### config.mk
export PLATFORM = sky130hd
export DESIGN_NAME = ouda_array
export DESIGN_NICKNAME = d
export VERILOG_FILES = /design/src/hdl/ouda_crc8.v /design/src/hdl/ouda_array.v
export VERILOG_INCLUDE_DIRS = /design/src /design/src/hdl
export SDC_FILE = /design/constraint.sdc
export NUM_CORES = 1
export LEC_CHECK = 0
export ABC_AREA = 1
export BUFFER_PORTS_ARGS = -buffer_cell sky130_fd_sc_hd__buf_2
export CORE_MARGIN = 2
export CORE_UTILIZATION = 40
export DETAILED_ROUTE_END_ITERATION = 8
export REMOVE_ABC_BUFFERS = 1
export SKIP_LAST_GASP = 1
export SLEW_MARGIN = 25
export SYNTH_ARGS = -nofsm -noshare
export SYNTH_HDL_FRONTEND = slang
export SYNTH_HIERARCHICAL = 1
export SYNTH_SLANG_ARGS = --single-unit
### constraint.sdc
create_clock -name CLK_IN -period 4.65 [get_ports CLK_IN]
set_input_delay 1.395 -clock CLK_IN [delete_from_list [all_inputs] [get_ports CLK_IN]]
set_output_delay 1.395 -clock CLK_IN [all_outputs]
set_load 0.02 [all_outputs]
### src/hdl/ouda_consts.vh
// constants for the otp user data array: addresses, layouts, reset values
`ifndef OUDA_CONSTS_VH
`define OUDA_CONSTS_VH
`define OUDA_ADDR_IDENT0 8'h00
`define OUDA_ADDR_IDENT1 8'h01
`define OUDA_ADDR_IDENT2 8'h02
`define OUDA_ADDR_IDENT3 8'h03
`define OUDA_ADDR_RANGE_CFG 8'h04
`define OUDA_ADDR_LINK_CFG 8'h05
`define OUDA_ADDR_MODE_SLOT_HI 8'h06
`define OUDA_ADDR_SLOT_A_LO 8'h07
`define OUDA_ADDR_SLOT_B_LO 8'h08
`define OUDA_ADDR_INIT_REV 8'h09
`define OUDA_ADDR_DATE_MY 8'h0a
`define OUDA_ADDR_DATE_DAY 8'h0b
`define OUDA_ADDR_SELF_CHECK 8'h0c
`define OUDA_ADDR_MAKER 8'h0d
`define OUDA_ADDR_LAST 8'h0d
`define OUDA_NIB_ADDR_LAST 8'h1b
`define OUDA_USER_FIRST 8'h05
`define OUDA_USER_COUNT 4'h9
`define OUDA_FACT_COUNT 4'h5
`define OUDA_RANGE_PATTERN 5'h04
`define OUDA_RANGE_CFG_RESET 8'h20
`define OUDA_LOCK_BIT 7
`define OUDA_UNIT_MSB 12
`define OUDA_LOT_LSB 13
`define OUDA_LOAD_STEPS 4'hf
`define OUDA_CRC_POLY 8'h07
`endif

### src/hdl/ouda_crc8.v
// crc-8 check over a shadowed otp block, one byte per step
`timescale 1ns/10ps
`default_nettype none
module ouda_crc8 (
    // clock and reset
    input wire clk_in,
    input wire srst_in,
    // byte stream
    input wire start_in,
    input wire byte_valid_in,
    input wire [7:0] byte_in,
    // result
    output reg [7:0] crc_out
);
`include "ouda_consts.vh"

    // one byte folded into the running remainder
    function [7:0] ouda_crc_step;
        input [7:0] crc;
        input [7:0] data;
        integer i;
        reg [7:0] c;
        begin
            c = crc ^ data;
            for (i = 0; i < 8; i = i + 1) begin
                c = c[7] ? ((c << 1) ^ `OUDA_CRC_POLY) : (c << 1);
            end
            ouda_crc_step = c;
        end
    endfunction

    // remainder register
    always @(posedge clk_in) begin
        if (srst_in || start_in) begin
            crc_out <= 8'h00;
        end else if (byte_valid_in) begin
            crc_out <= ouda_crc_step(crc_out, byte_in);
        end
    end
endmodule
`default_nettype wire

### src/hdl/ouda_array.v
// otp user data array: shadow load, readout, user programming and lock
`timescale 1ns/10ps
`default_nettype none
module ouda_array #(
    parameter FACT_CRC_REF = 8'h00,
    parameter USER_CRC_REF = 8'h00
) (
    // clock and reset
    input wire CLK_IN,
    input wire SRST_IN,
    // otp cells as seen by the array, and the self check status byte
    input wire [39:0] FACT_OTP_IN,
    input wire [71:0] USER_OTP_IN,
    input wire [7:0] SELF_CHECK_IN,
    // read request from the link
    input wire RD_REQ_IN,
    input wire RD_NIBBLE_IN,
    input wire [7:0] RD_ADDR_IN,
    // programming request from the link
    input wire PROG_REQ_IN,
    input wire [7:0] PROG_ADDR_IN,
    input wire [7:0] PROG_DATA_IN,
    // otp burn port
    output reg OTP_BURN_OUT,
    output reg [3:0] OTP_BURN_IDX_OUT,
    output reg [7:0] OTP_BURN_DATA_OUT,
    input wire OTP_BURN_DONE_IN,
    // answers
    output reg RD_VALID_OUT,
    output reg [7:0] RD_DATA_OUT,
    output reg PROG_ACK_OUT,
    output reg PROG_REFUSED_OUT,
    // status
    output wire READY_OUT,
    output reg FACT_CRC_ERR_OUT,
    output reg USER_CRC_ERR_OUT,
    output wire USER_LOCKED_OUT,
    output wire [2:0] RANGE_FIELD_OUT,
    output wire [3:0] INIT_NIBBLE_NINE_OUT,
    output wire [12:0] UNIT_COUNT_OUT,
    output wire [18:0] LOT_NUMBER_OUT
);
`include "ouda_consts.vh"

    localparam ST_LOAD = 2'd0;
    localparam ST_CHECK = 2'd1;
    localparam ST_RUN = 2'd2;
    localparam ST_BURN = 2'd3;

    // sequencer state
    reg [1:0] state;
    reg [3:0] step;
    wire check_done;
    // shadow copies of both otp blocks
    reg [7:0] fact_mem [0:4];
    reg [7:0] user_mem [0:8];
    // readout path
    reg [7:0] rd_byte;
    reg [7:0] next_rd_data;
    wire [7:0] byte_addr;
    wire rd_take;
    // crc engines
    wire fact_crc_start;
    wire user_crc_start;
    wire fact_crc_valid;
    wire user_crc_valid;
    wire [7:0] fact_crc;
    wire [7:0] user_crc;
    wire [7:0] fact_crc_byte;
    wire [7:0] user_crc_byte;
    integer k;

    // init nibble nine straight from the range code table
    function [3:0] ouda_nibble_nine;
        input [2:0] code;
        begin
            case (code)
                3'b000: begin
                    ouda_nibble_nine = 4'h1;
                end
                3'b001: begin
                    ouda_nibble_nine = 4'h7;
                end
                3'b010: begin
                    ouda_nibble_nine = 4'h2;
                end
                3'b011: begin
                    ouda_nibble_nine = 4'h8;
                end
                3'b100: begin
                    ouda_nibble_nine = 4'h3;
                end
                3'b101: begin
                    ouda_nibble_nine = 4'h9;
                end
                3'b110: begin
                    ouda_nibble_nine = 4'h4;
                end
                3'b111: begin
                    ouda_nibble_nine = 4'ha;
                end
                default: begin
                    ouda_nibble_nine = 4'h1;
                end
            endcase
        end
    endfunction

    // user block index of a user byte address, for the burn port and the readout
    function [3:0] ouda_user_index;
        input [7:0] addr;
        reg [7:0] offset;
        begin
            offset = addr - `OUDA_USER_FIRST;
            ouda_user_index = offset[3:0];
        end
    endfunction

    // a programming request may only touch an unlocked user byte
    function ouda_prog_allowed;
        input [7:0] addr;
        input locked;
        begin
            ouda_prog_allowed = 1'b1;
            if (addr < `OUDA_USER_FIRST) begin
                // factory block is burned at manufacture only
                ouda_prog_allowed = 1'b0;
            end
            if (addr > `OUDA_ADDR_LAST) begin
                ouda_prog_allowed = 1'b0;
            end
            if (addr == `OUDA_ADDR_SELF_CHECK) begin
                // status byte has no otp cell behind it
                ouda_prog_allowed = 1'b0;
            end
            if (locked) begin
                // lock bit as read back from the otp
                ouda_prog_allowed = 1'b0;
            end
        end
    endfunction

    // nibble half of a byte: even address takes bits 3:0, odd takes bits 7:4
    function [7:0] ouda_nibble_pick;
        input [7:0] data;
        input odd;
        begin
            if (odd) begin
                ouda_nibble_pick = {4'h0, data[7:4]};
            end else begin
                ouda_nibble_pick = {4'h0, data[3:0]};
            end
        end
    endfunction

    // shadow load sequence, then crc check, then service
    always @(posedge CLK_IN) begin
        if (SRST_IN) begin
            state <= ST_LOAD;
            step <= 4'h0;
            OTP_BURN_OUT <= 1'b0;
            OTP_BURN_IDX_OUT <= 4'h0;
            OTP_BURN_DATA_OUT <= 8'h00;
            PROG_ACK_OUT <= 1'b0;
            PROG_REFUSED_OUT <= 1'b0;
            for (k = 0; k < 5; k = k + 1) begin
                fact_mem[k] <= 8'h00;
            end
            for (k = 0; k < 9; k = k + 1) begin
                user_mem[k] <= 8'h00;
            end
            fact_mem[4] <= `OUDA_RANGE_CFG_RESET;
        end else begin
            PROG_ACK_OUT <= 1'b0;
            PROG_REFUSED_OUT <= 1'b0;
            case (state)
                ST_LOAD: begin
                    // copy otp into shadows in one step
                    for (k = 0; k < 5; k = k + 1) begin
                        fact_mem[k] <= FACT_OTP_IN[k*8 +: 8];
                    end
                    for (k = 0; k < 9; k = k + 1) begin
                        user_mem[k] <= USER_OTP_IN[k*8 +: 8];
                    end
                    step <= 4'h0;
                    state <= ST_CHECK;
                end
                ST_CHECK: begin
                    // both checkers walk their own block side by side
                    if (check_done) begin
                        state <= ST_RUN;
                    end else begin
                        step <= step + 4'h1;
                    end
                end
                ST_RUN: begin
                    if (PROG_REQ_IN) begin
                        // factory, status, unmapped or locked bytes are refused
                        if (!ouda_prog_allowed(PROG_ADDR_IN, USER_LOCKED_OUT)) begin
                            PROG_REFUSED_OUT <= 1'b1;
                        end else begin
                            // burn the user cell through the otp port
                            OTP_BURN_OUT <= 1'b1;
                            OTP_BURN_IDX_OUT <= ouda_user_index(PROG_ADDR_IN);
                            OTP_BURN_DATA_OUT <= PROG_DATA_IN;
                            state <= ST_BURN;
                        end
                    end
                end
                ST_BURN: begin
                    if (OTP_BURN_DONE_IN) begin
                        // read back the otp so a burned lock takes effect
                        OTP_BURN_OUT <= 1'b0;
                        PROG_ACK_OUT <= 1'b1;
                        state <= ST_LOAD;
                    end
                end
                default: begin
                    state <= ST_LOAD;
                end
            endcase
        end
    end

    assign READY_OUT = (state == ST_RUN);
    assign USER_LOCKED_OUT = user_mem[0][`OUDA_LOCK_BIT];
    // check pass ends once the longer user block is through
    assign check_done = (state == ST_CHECK) && (step == `OUDA_USER_COUNT);
    // a read is taken only once the shadows are loaded and checked
    assign rd_take = RD_REQ_IN && READY_OUT;

    assign fact_crc_start = (state == ST_LOAD);
    assign user_crc_start = (state == ST_LOAD);
    assign fact_crc_valid = (state == ST_CHECK) && (step < `OUDA_FACT_COUNT);
    assign user_crc_valid = (state == ST_CHECK) && (step < `OUDA_USER_COUNT);
    // factory crc covers ident bytes and the range byte
    assign fact_crc_byte = (step < `OUDA_FACT_COUNT) ? fact_mem[step[2:0]] : 8'h00;
    assign user_crc_byte = (step < `OUDA_USER_COUNT) ? user_mem[step] : 8'h00;

    ouda_crc8 u_fact_crc (
        .clk_in(CLK_IN),
        .srst_in(SRST_IN),
        .start_in(fact_crc_start),
        .byte_valid_in(fact_crc_valid),
        .byte_in(fact_crc_byte),
        .crc_out(fact_crc)
    );

    ouda_crc8 u_user_crc (
        .clk_in(CLK_IN),
        .srst_in(SRST_IN),
        .start_in(user_crc_start),
        .byte_valid_in(user_crc_valid),
        .byte_in(user_crc_byte),
        .crc_out(user_crc)
    );

    // crc verdicts latched at the end of the check pass
    always @(posedge CLK_IN) begin
        if (SRST_IN) begin
            FACT_CRC_ERR_OUT <= 1'b0;
            USER_CRC_ERR_OUT <= 1'b0;
        end else if (check_done) begin
            FACT_CRC_ERR_OUT <= (fact_crc != FACT_CRC_REF);
            USER_CRC_ERR_OUT <= (user_crc != USER_CRC_REF);
        end
    end

    // nibble addresses fold onto byte addresses
    assign byte_addr = RD_NIBBLE_IN ? {1'b0, RD_ADDR_IN[7:1]} : RD_ADDR_IN;

    // byte lookup over the readable map; anything past it reads zero
    always @* begin
        rd_byte = 8'h00;
        case (byte_addr)
            `OUDA_ADDR_IDENT0: begin
                rd_byte = fact_mem[0];
            end
            `OUDA_ADDR_IDENT1: begin
                rd_byte = fact_mem[1];
            end
            `OUDA_ADDR_IDENT2: begin
                rd_byte = fact_mem[2];
            end
            `OUDA_ADDR_IDENT3: begin
                rd_byte = fact_mem[3];
            end
            `OUDA_ADDR_RANGE_CFG: begin
                // fixed pattern over the range field
                rd_byte = {`OUDA_RANGE_PATTERN, fact_mem[4][2:0]};
            end
            `OUDA_ADDR_SELF_CHECK: begin
                rd_byte = SELF_CHECK_IN;
            end
            `OUDA_ADDR_LINK_CFG,
            `OUDA_ADDR_MODE_SLOT_HI,
            `OUDA_ADDR_SLOT_A_LO,
            `OUDA_ADDR_SLOT_B_LO,
            `OUDA_ADDR_INIT_REV,
            `OUDA_ADDR_DATE_MY,
            `OUDA_ADDR_DATE_DAY,
            `OUDA_ADDR_MAKER: begin
                rd_byte = user_mem[ouda_user_index(byte_addr)];
            end
            default: begin
                rd_byte = 8'h00;
            end
        endcase
    end

    // pick the nibble half for long messages
    always @* begin
        if (RD_NIBBLE_IN && (RD_ADDR_IN > `OUDA_NIB_ADDR_LAST)) begin
            // nibble addresses past the map read zero
            next_rd_data = 8'h00;
        end else if (RD_NIBBLE_IN) begin
            next_rd_data = ouda_nibble_pick(rd_byte, RD_ADDR_IN[0]);
        end else begin
            next_rd_data = rd_byte;
        end
    end

    // read answer one cycle after a request, only once shadows are valid
    always @(posedge CLK_IN) begin
        if (SRST_IN) begin
            RD_VALID_OUT <= 1'b0;
            RD_DATA_OUT <= 8'h00;
        end else begin
            RD_VALID_OUT <= rd_take;
            if (rd_take) begin
                RD_DATA_OUT <= next_rd_data;
            end
        end
    end

    // range field and its init nibble
    assign RANGE_FIELD_OUT = fact_mem[4][2:0];
    assign INIT_NIBBLE_NINE_OUT = ouda_nibble_nine(fact_mem[4][2:0]);
    // ident number split, for traceability only
    assign UNIT_COUNT_OUT = {fact_mem[1][4:0], fact_mem[0]};
    assign LOT_NUMBER_OUT = {fact_mem[3], fact_mem[2], fact_mem[1][7:5]};
endmodule
`default_nettype wire

; ---- After elaboration in Yosys (flattened, before gate mapping)
; Memories as Yosys holds them, arrays and structs flattened. A register that Yosys moved wholly into a read port is not among the register bits.
; Index checks and enable logic that the tools add are counted.
[op_classes]
add_sub_neg = 3
n_lt_le_gt_ge = 5
eq_ne = 23
n_mux = 67
bitwise = 36
n_reduce_logical = 19
[op_table]
columns = op, count
row1 = 8-bit 2-to-1 mux, 20
row2 = 8-bit by 4-bit == test with 1-bit output (second input constant), 7
row3 = 8-bit case mux with 7 select lines, 1
row4 = 3-bit 2-to-1 mux, 18
row5 = 3-bit inverter, 16
row6 = 8-bit by 3-bit == test with 1-bit output (second input constant), 4
row7 = 1-bit 2-to-1 mux, 17
row8 = 8-bit by 2-bit == test with 1-bit output (second input constant), 2
row9 = 4-bit 2-to-1 mux, 4
row10 = 8-bit nonzero test, 2
row11 = 8-bit bitwise XOR, 2
row12 = 1-bit OR, 15
row13 = 8-bit by 1-bit == test with 1-bit output (second input constant), 1
row14 = 8-bit by 4-bit > comparator with 1-bit output (second input constant), 1
row15 = 8-bit by 5-bit > comparator with 1-bit output (second input constant), 1
row16 = 8-bit logical NOT, 1
row17 = 8-bit by 3-bit less-than comparator with 1-bit output (second input constant), 1
row18 = 2-bit 2-to-1 mux, 4
row19 = 2-bit inequality test (second input constant), 4
row20 = 2-bit case mux with 4 select lines, 1
row21 = 4-bit case mux with 2 select lines, 1
row22 = 4-bit AND reduction, 2
row23 = 8-bit OR reduction, 1
row24 = 4-bit by 3-bit subtractor with 4-bit output (second input constant), 2
row25 = other kinds (17), 25
[word_totals]
regBits = 48
ram_bits = 112
romBits = 32
in_bits = 150
out_inout_bits = 67
elab_cells = 169
memories = 3
[mem_list]
columns = memory, words, word_bits, read_ports, rd_ports_with_merged_regs, write_ports, line_no
row1 = user_mem, 9, 8, 3, 1, 9, ouda_array.v:56  ; reg [7:0] user_mem [0:8];
row2 = fact_mem, 5, 8, 6, 1, 5, ouda_array.v:55  ; reg [7:0] fact_mem [0:4];
row3 = (no name shown), 8, 4, 1, 0, 0, ouda_array.v:77  ; case (code)

; ---- Logic depth before layout (Yosys ltp)
[logic_depth]
ltp_word = 19
ltp_mapped = 20

; ---- By module
; The synthesis kept the hierarchy.
[modules_own_cells]
columns = module, instances, cells_each, area_per_inst_um2
row1 = ouda_array, 1, 1105, 8490.6
row2 = ouda_crc8, 2, 125, 699.4

; ---- Worst setup path before layout
; OpenSTA, ideal clock, no wires.
[synth_timing]
path_type = input to register
start = input port SRST_IN
end = memory fact_mem[0][0], enable pin
t_arrival_ps = 3765
path_slack_ps = -123
path_stages = 4
n_path_buf = 2
path_cell_list = inv_1 > clkbuf_1 > clkbuf_1 > nand2_1
[synth_lines]
columns = element, line_no
row1 = start: declaration, ouda_array.v:10  ; input wire SRST_IN,
row2 = end: declaration, ouda_array.v:55

; ---- Worst setup path after layout
[layout_timing]
start = input port RD_NIBBLE_IN
end = register RD_DATA_OUT[0]
[layout_between]
elab_chain_len = 7
elab_cells_between_ends = 23
cone_classes = add/sub (1) / eq/ne (13) / mux (5) / reduce/logical (3) / memory (1)
[layout_rtl]
columns = element, line_no
row1 = start: declaration, ouda_array.v:17  ; input wire RD_NIBBLE_IN,
row2 = 8-bit 2-to-1 mux, ouda_array.v:270  ; assign byte_addr = RD_NIBBLE_IN ? {1'b0, RD_ADDR_IN[7:1]} : RD_ADDR_IN;
row3 = 4-bit by 3-bit subtractor with 4-bit output (no source line) (tied with other cells), n/a
row4 = memory 9 x 8 bit / 8-bit OR reduction (equally long branches), n/a
row5 = 8-bit case mux with 7 select lines, ouda_array.v:275  ; case (byte_addr)
row6 = 4-bit 2-to-1 mux, ouda_array.v:148  ; if (odd) begin
row7 = 8-bit 2-to-1 mux, ouda_array.v:316  ; end else if (RD_NIBBLE_IN) begin
row8 = 8-bit 2-to-1 mux *, ouda_array.v:313  ; if (RD_NIBBLE_IN && (RD_ADDR_IN > `OUDA_NIB_ADDR_LAST)) begin
row9 = end signal: assignment, ouda_array.v:331  ; RD_DATA_OUT <= next_rd_data;
row10 = end: declaration, ouda_array.v:30  ; output reg [7:0] RD_DATA_OUT,
; Mark *: on every way between the ends. The rest lies on a longest branch, timed or not.
; A chain may end at the register's enable or synchronous reset.

==> metrics.csv <==
stage,metric,value,unit
detailed_routing,via count,9216,
sta,post-route setup slack,1060,ps
sta,clock period minus worst slack,3590,ps
detailed_routing,Routed WL per cell,14.5,µm
placed_design,port buffer count,216,
sta,final setup TNS,0,ps
global_routing,initial antenna violation count,1,
pwr,worst vdd ir,0.226,mV
pwr,Pwr Density,561,mW/mm²
worst_setup_path,WS Path Type,in -> reg,
clock_network,clock transition at the registers of the reported paths,60,ps
floorplanning,Initial Utilization,0.407,
logic_synthesis,"Seq/Total Area, Yosys",0.445,
global_routing,vias in the first global route,8719,
global_routing,largest net degree at the start of global routing,73,
final_layout,final cell utilization of the core,0.484,
global_routing,Congestion Overflow GR,0,
clock_network,# hold bufs at CTS,0,
sta,period utilisation layout,0.771,
logic_synthesis,largest family of logic cells by synthesized area,simple AND/OR/NAND/NOR gates,
worst_hold_path,hold path depth,2,
detailed_routing,Initial DRC Count,753,
sta,slew margin rel.,0.339,
clock_network,htree depth,4,
placed_design,placed cell count,1849,
pwr,Leak,6.07,nW
worst_setup_path,Worst Path Max Fanout,18,
detailed_routing,uppermost layer routed,met4,
final_layout,Post-Layout Cell Count,1882,
logic_synthesis,synth unique cells,44,
sta,Fmax,279,MHz
placed_design,HPWL Detailed,20800,µm
worst_setup_path,Critical Path End Type,register,
clock_network,Post-CTS Resized,0,
sta,unrepaired setup endpoints after global routing,false,
sta,Worst-Margin Slew,991,ps
detailed_routing,Via density,4.90,
logic_synthesis,"EDFF count, synth",112,
logic_synthesis,ys async rst share,0,
detailed_routing,met3 WL post-DR,1490,µm
sta,# setup viols final,0,
logic_synthesis,Seq cells post-synth,164,
global_routing,GRT Total Usage,0.213,
floorplanning,CORE AREA,0.0243,mm²
detailed_routing,drc violations,0,
sta,Fin. Hold Viols,0,
logic_synthesis,synth warn,6,
floorplanning,die area,0.0260,mm²
placed_design,gp weighted congestion,0.892,
worst_setup_path,r2r worst-path depth,19,
logic_synthesis,Synth Area in XOR/XNOR,0.0216,
clock_network,TritonCTS clock tree,yes,
worst_setup_path,CP startpoint kind,primary input,
floorplanning,chip width,161,µm
logic_synthesis,Post-Synthesis Cells,1355,
logic_synthesis,Most used DFF post-synth,edfxtp_1,
floorplanning,number of top-level pins,217,
run_status,status,"complete, no violations",
final_layout,final net count,1711,
logic_synthesis,area of the mapped netlist,0.00989,mm²
global_routing,first-pass GRT wire length,44200,µm
clock_network,Num CTS Buffers,17,
worst_setup_path,"Arr. time, crit path",3940,ps
clock_network,CTS root buffer,clkbuf_16,
logic_synthesis,post-synthesis mux area share,0.00114,
worst_hold_path,Hold Path Class,reg -> reg,
detailed_routing,antenna-violating nets left,0,
final_layout,fraction of layout cells with a size suffix above 1,0.189,
detailed_routing,final WL,27300,µm
logic_synthesis,syn avg cell area,7.30,µm²
logic_synthesis,post-synthesis simple-gate area fraction,0.300,
floorplanning,row cnt,57,
final_layout,Layout area overhead,18.9,%
detailed_routing,WL met1,12500,µm
logic_synthesis,compound-cell area share of the yosys netlist,0.0896,
worst_setup_path,flop-to-flop setup slack,1550,ps
sta,Clock Skews,9.85,ps
floorplanning,Die Y,161,µm
detailed_routing,First-pass DRT Iterations,5,
clock_network,CTS Buffer Depth,2,
final_layout,Fill cells,2510,
detailed_routing,metal2 WL,12700,µm
clock_network,setup bufs post-CTS,0,
placed_design,"worst slack, placed",650,ps
sta,fin. max-slew vios,0,
clock_network,latest clock arrival within the worst-skew pair,430,ps
clock_network,total clock sinks,164,
job,max-capacitance violation count,0,
logic_synthesis,adder-cell area share of the yosys netlist,0.0215,
worst_setup_path,Worst Path Required,5000,ps
## final timing paths
check | end | from
min reg2reg | RD_DATA_OUT[6] | RD_DATA_OUT[6]
max reg2reg | u_user_crc/crc_out[2] | register
max | RD_DATA_OUT[0] | RD_NIBBLE_IN
min | RD_DATA_OUT[6] | RD_DATA_OUT[6]
## power by group
group          internal, mW  switching [mW]  total, mW
Clock                 0.768           0.586       1.35
Sequential             2.11           0.352       2.46
Combinational         0.931            1.85       2.78
Total                  3.81            2.79       6.60
## worst max-delay path, cell delays in order
cell and delay [ps]:
buf_2 210, inv_6 80, nand2_1 80, nand2_2 210
ha_1 730, inv_1 400, nand3_1 190, nand3_1 80
nand3_1 110, nand2_1 60, nand2_1 80, nand2_1 50
nand2_1 70, nand2_1 50, a21oi_1 130
## cells in the mapped netlist (all sizes together), types with 3 or more instances
cell type  count  area share
nand2        287        0.12
nor2         241       0.097
inv          240       0.092
nand3        149       0.077
edfxtp       112        0.34
o21ai         84       0.043
dfxtp         52        0.11
a21oi         39       0.020
clkbuf        38       0.017
o22ai         24       0.015
buf           17       0.013
ha            17       0.022
xor2          14       0.014
o211ai        11      0.0084
xnor2          7      0.0077
nor4           5      0.0032
or2            4      0.0025
nand4          3      0.0019
## final cells by class
cell class / instances / area, µm² / area share
Multi-Input combinational cell: 896 / 4300 / 0.366
Tap cell: 324 / 405 / 0.0345
Inverter: 240 / 908 / 0.0772
Clock inverter: 11 / 103 / 0.00872
Sequential cell: 164 / 4400 / 0.374
Timing Repair Buffer: 225 / 1170 / 0.0998
Clock buffer: 21 / 460 / 0.0391
Antenna cell: 1 / 2.50 / 0.000213
## cells by family after synthesis
| logic type | after synthesis |
|---|---|
| buffers and inverters | 295 |
| adders and majority gates | 17 |
| DFF | 164 |
| AOI/OAI and AO/OA | 163 |
| muxes | 1 |
| xor gates and xnor gates | 21 |
| and+or+nand+nor | 694 |
## metal layers
metal / vias up / global-route usage
met2: 291 / 0.346
met4: 0 / 0.0747
met1: 4218 / 0.291
met5: - / 0
li1: 4670 / -
met3: 37 / 0.0311
## registers in the layout, summed over array words and instances, names as in the netlist, 2 cells and up, named ones only
name	cells
user_mem	72
fact_mem	40
OTP_BURN_DATA_OUT	8
RD_DATA_OUT	8
u_fact_crc/crc_out	8
u_user_crc/crc_out	8
OTP_BURN_IDX_OUT	4
step	4
state	2
## cell usage in the layout, fill, tap and decap left out, drive strengths merged, types with 2 or more instances in the layout
cell,synthesis,layout
or2,4,4
clkbuf,38,21
o22ai,24,24
nand2,287,287
nor3,2,2
inv,240,243
ha,17,17
xnor2,7,7
o211ai,11,11
nor4,5,5
buf,17,225
clkinvlp,0,2
a21oi,39,39
nand3b,2,2
nor2,241,241
nand3,149,149
dfxtp,52,52
xor2,14,14
clkinv,0,5
edfxtp,112,112
o21ai,84,84
a31oi,2,2
nand4,3,3
## stage by stage
step,cell area (µm²),power [mW],hold WS [ps]
after floorplan,9600,4.39,478
after global placement,11200,5.22,457
after global routing,11800,7.10,475
after detailed placement,11200,5.26,458
final,11800,6.60,468
after CTS,11800,6.63,468
Power figures use the tool's default switching activity.
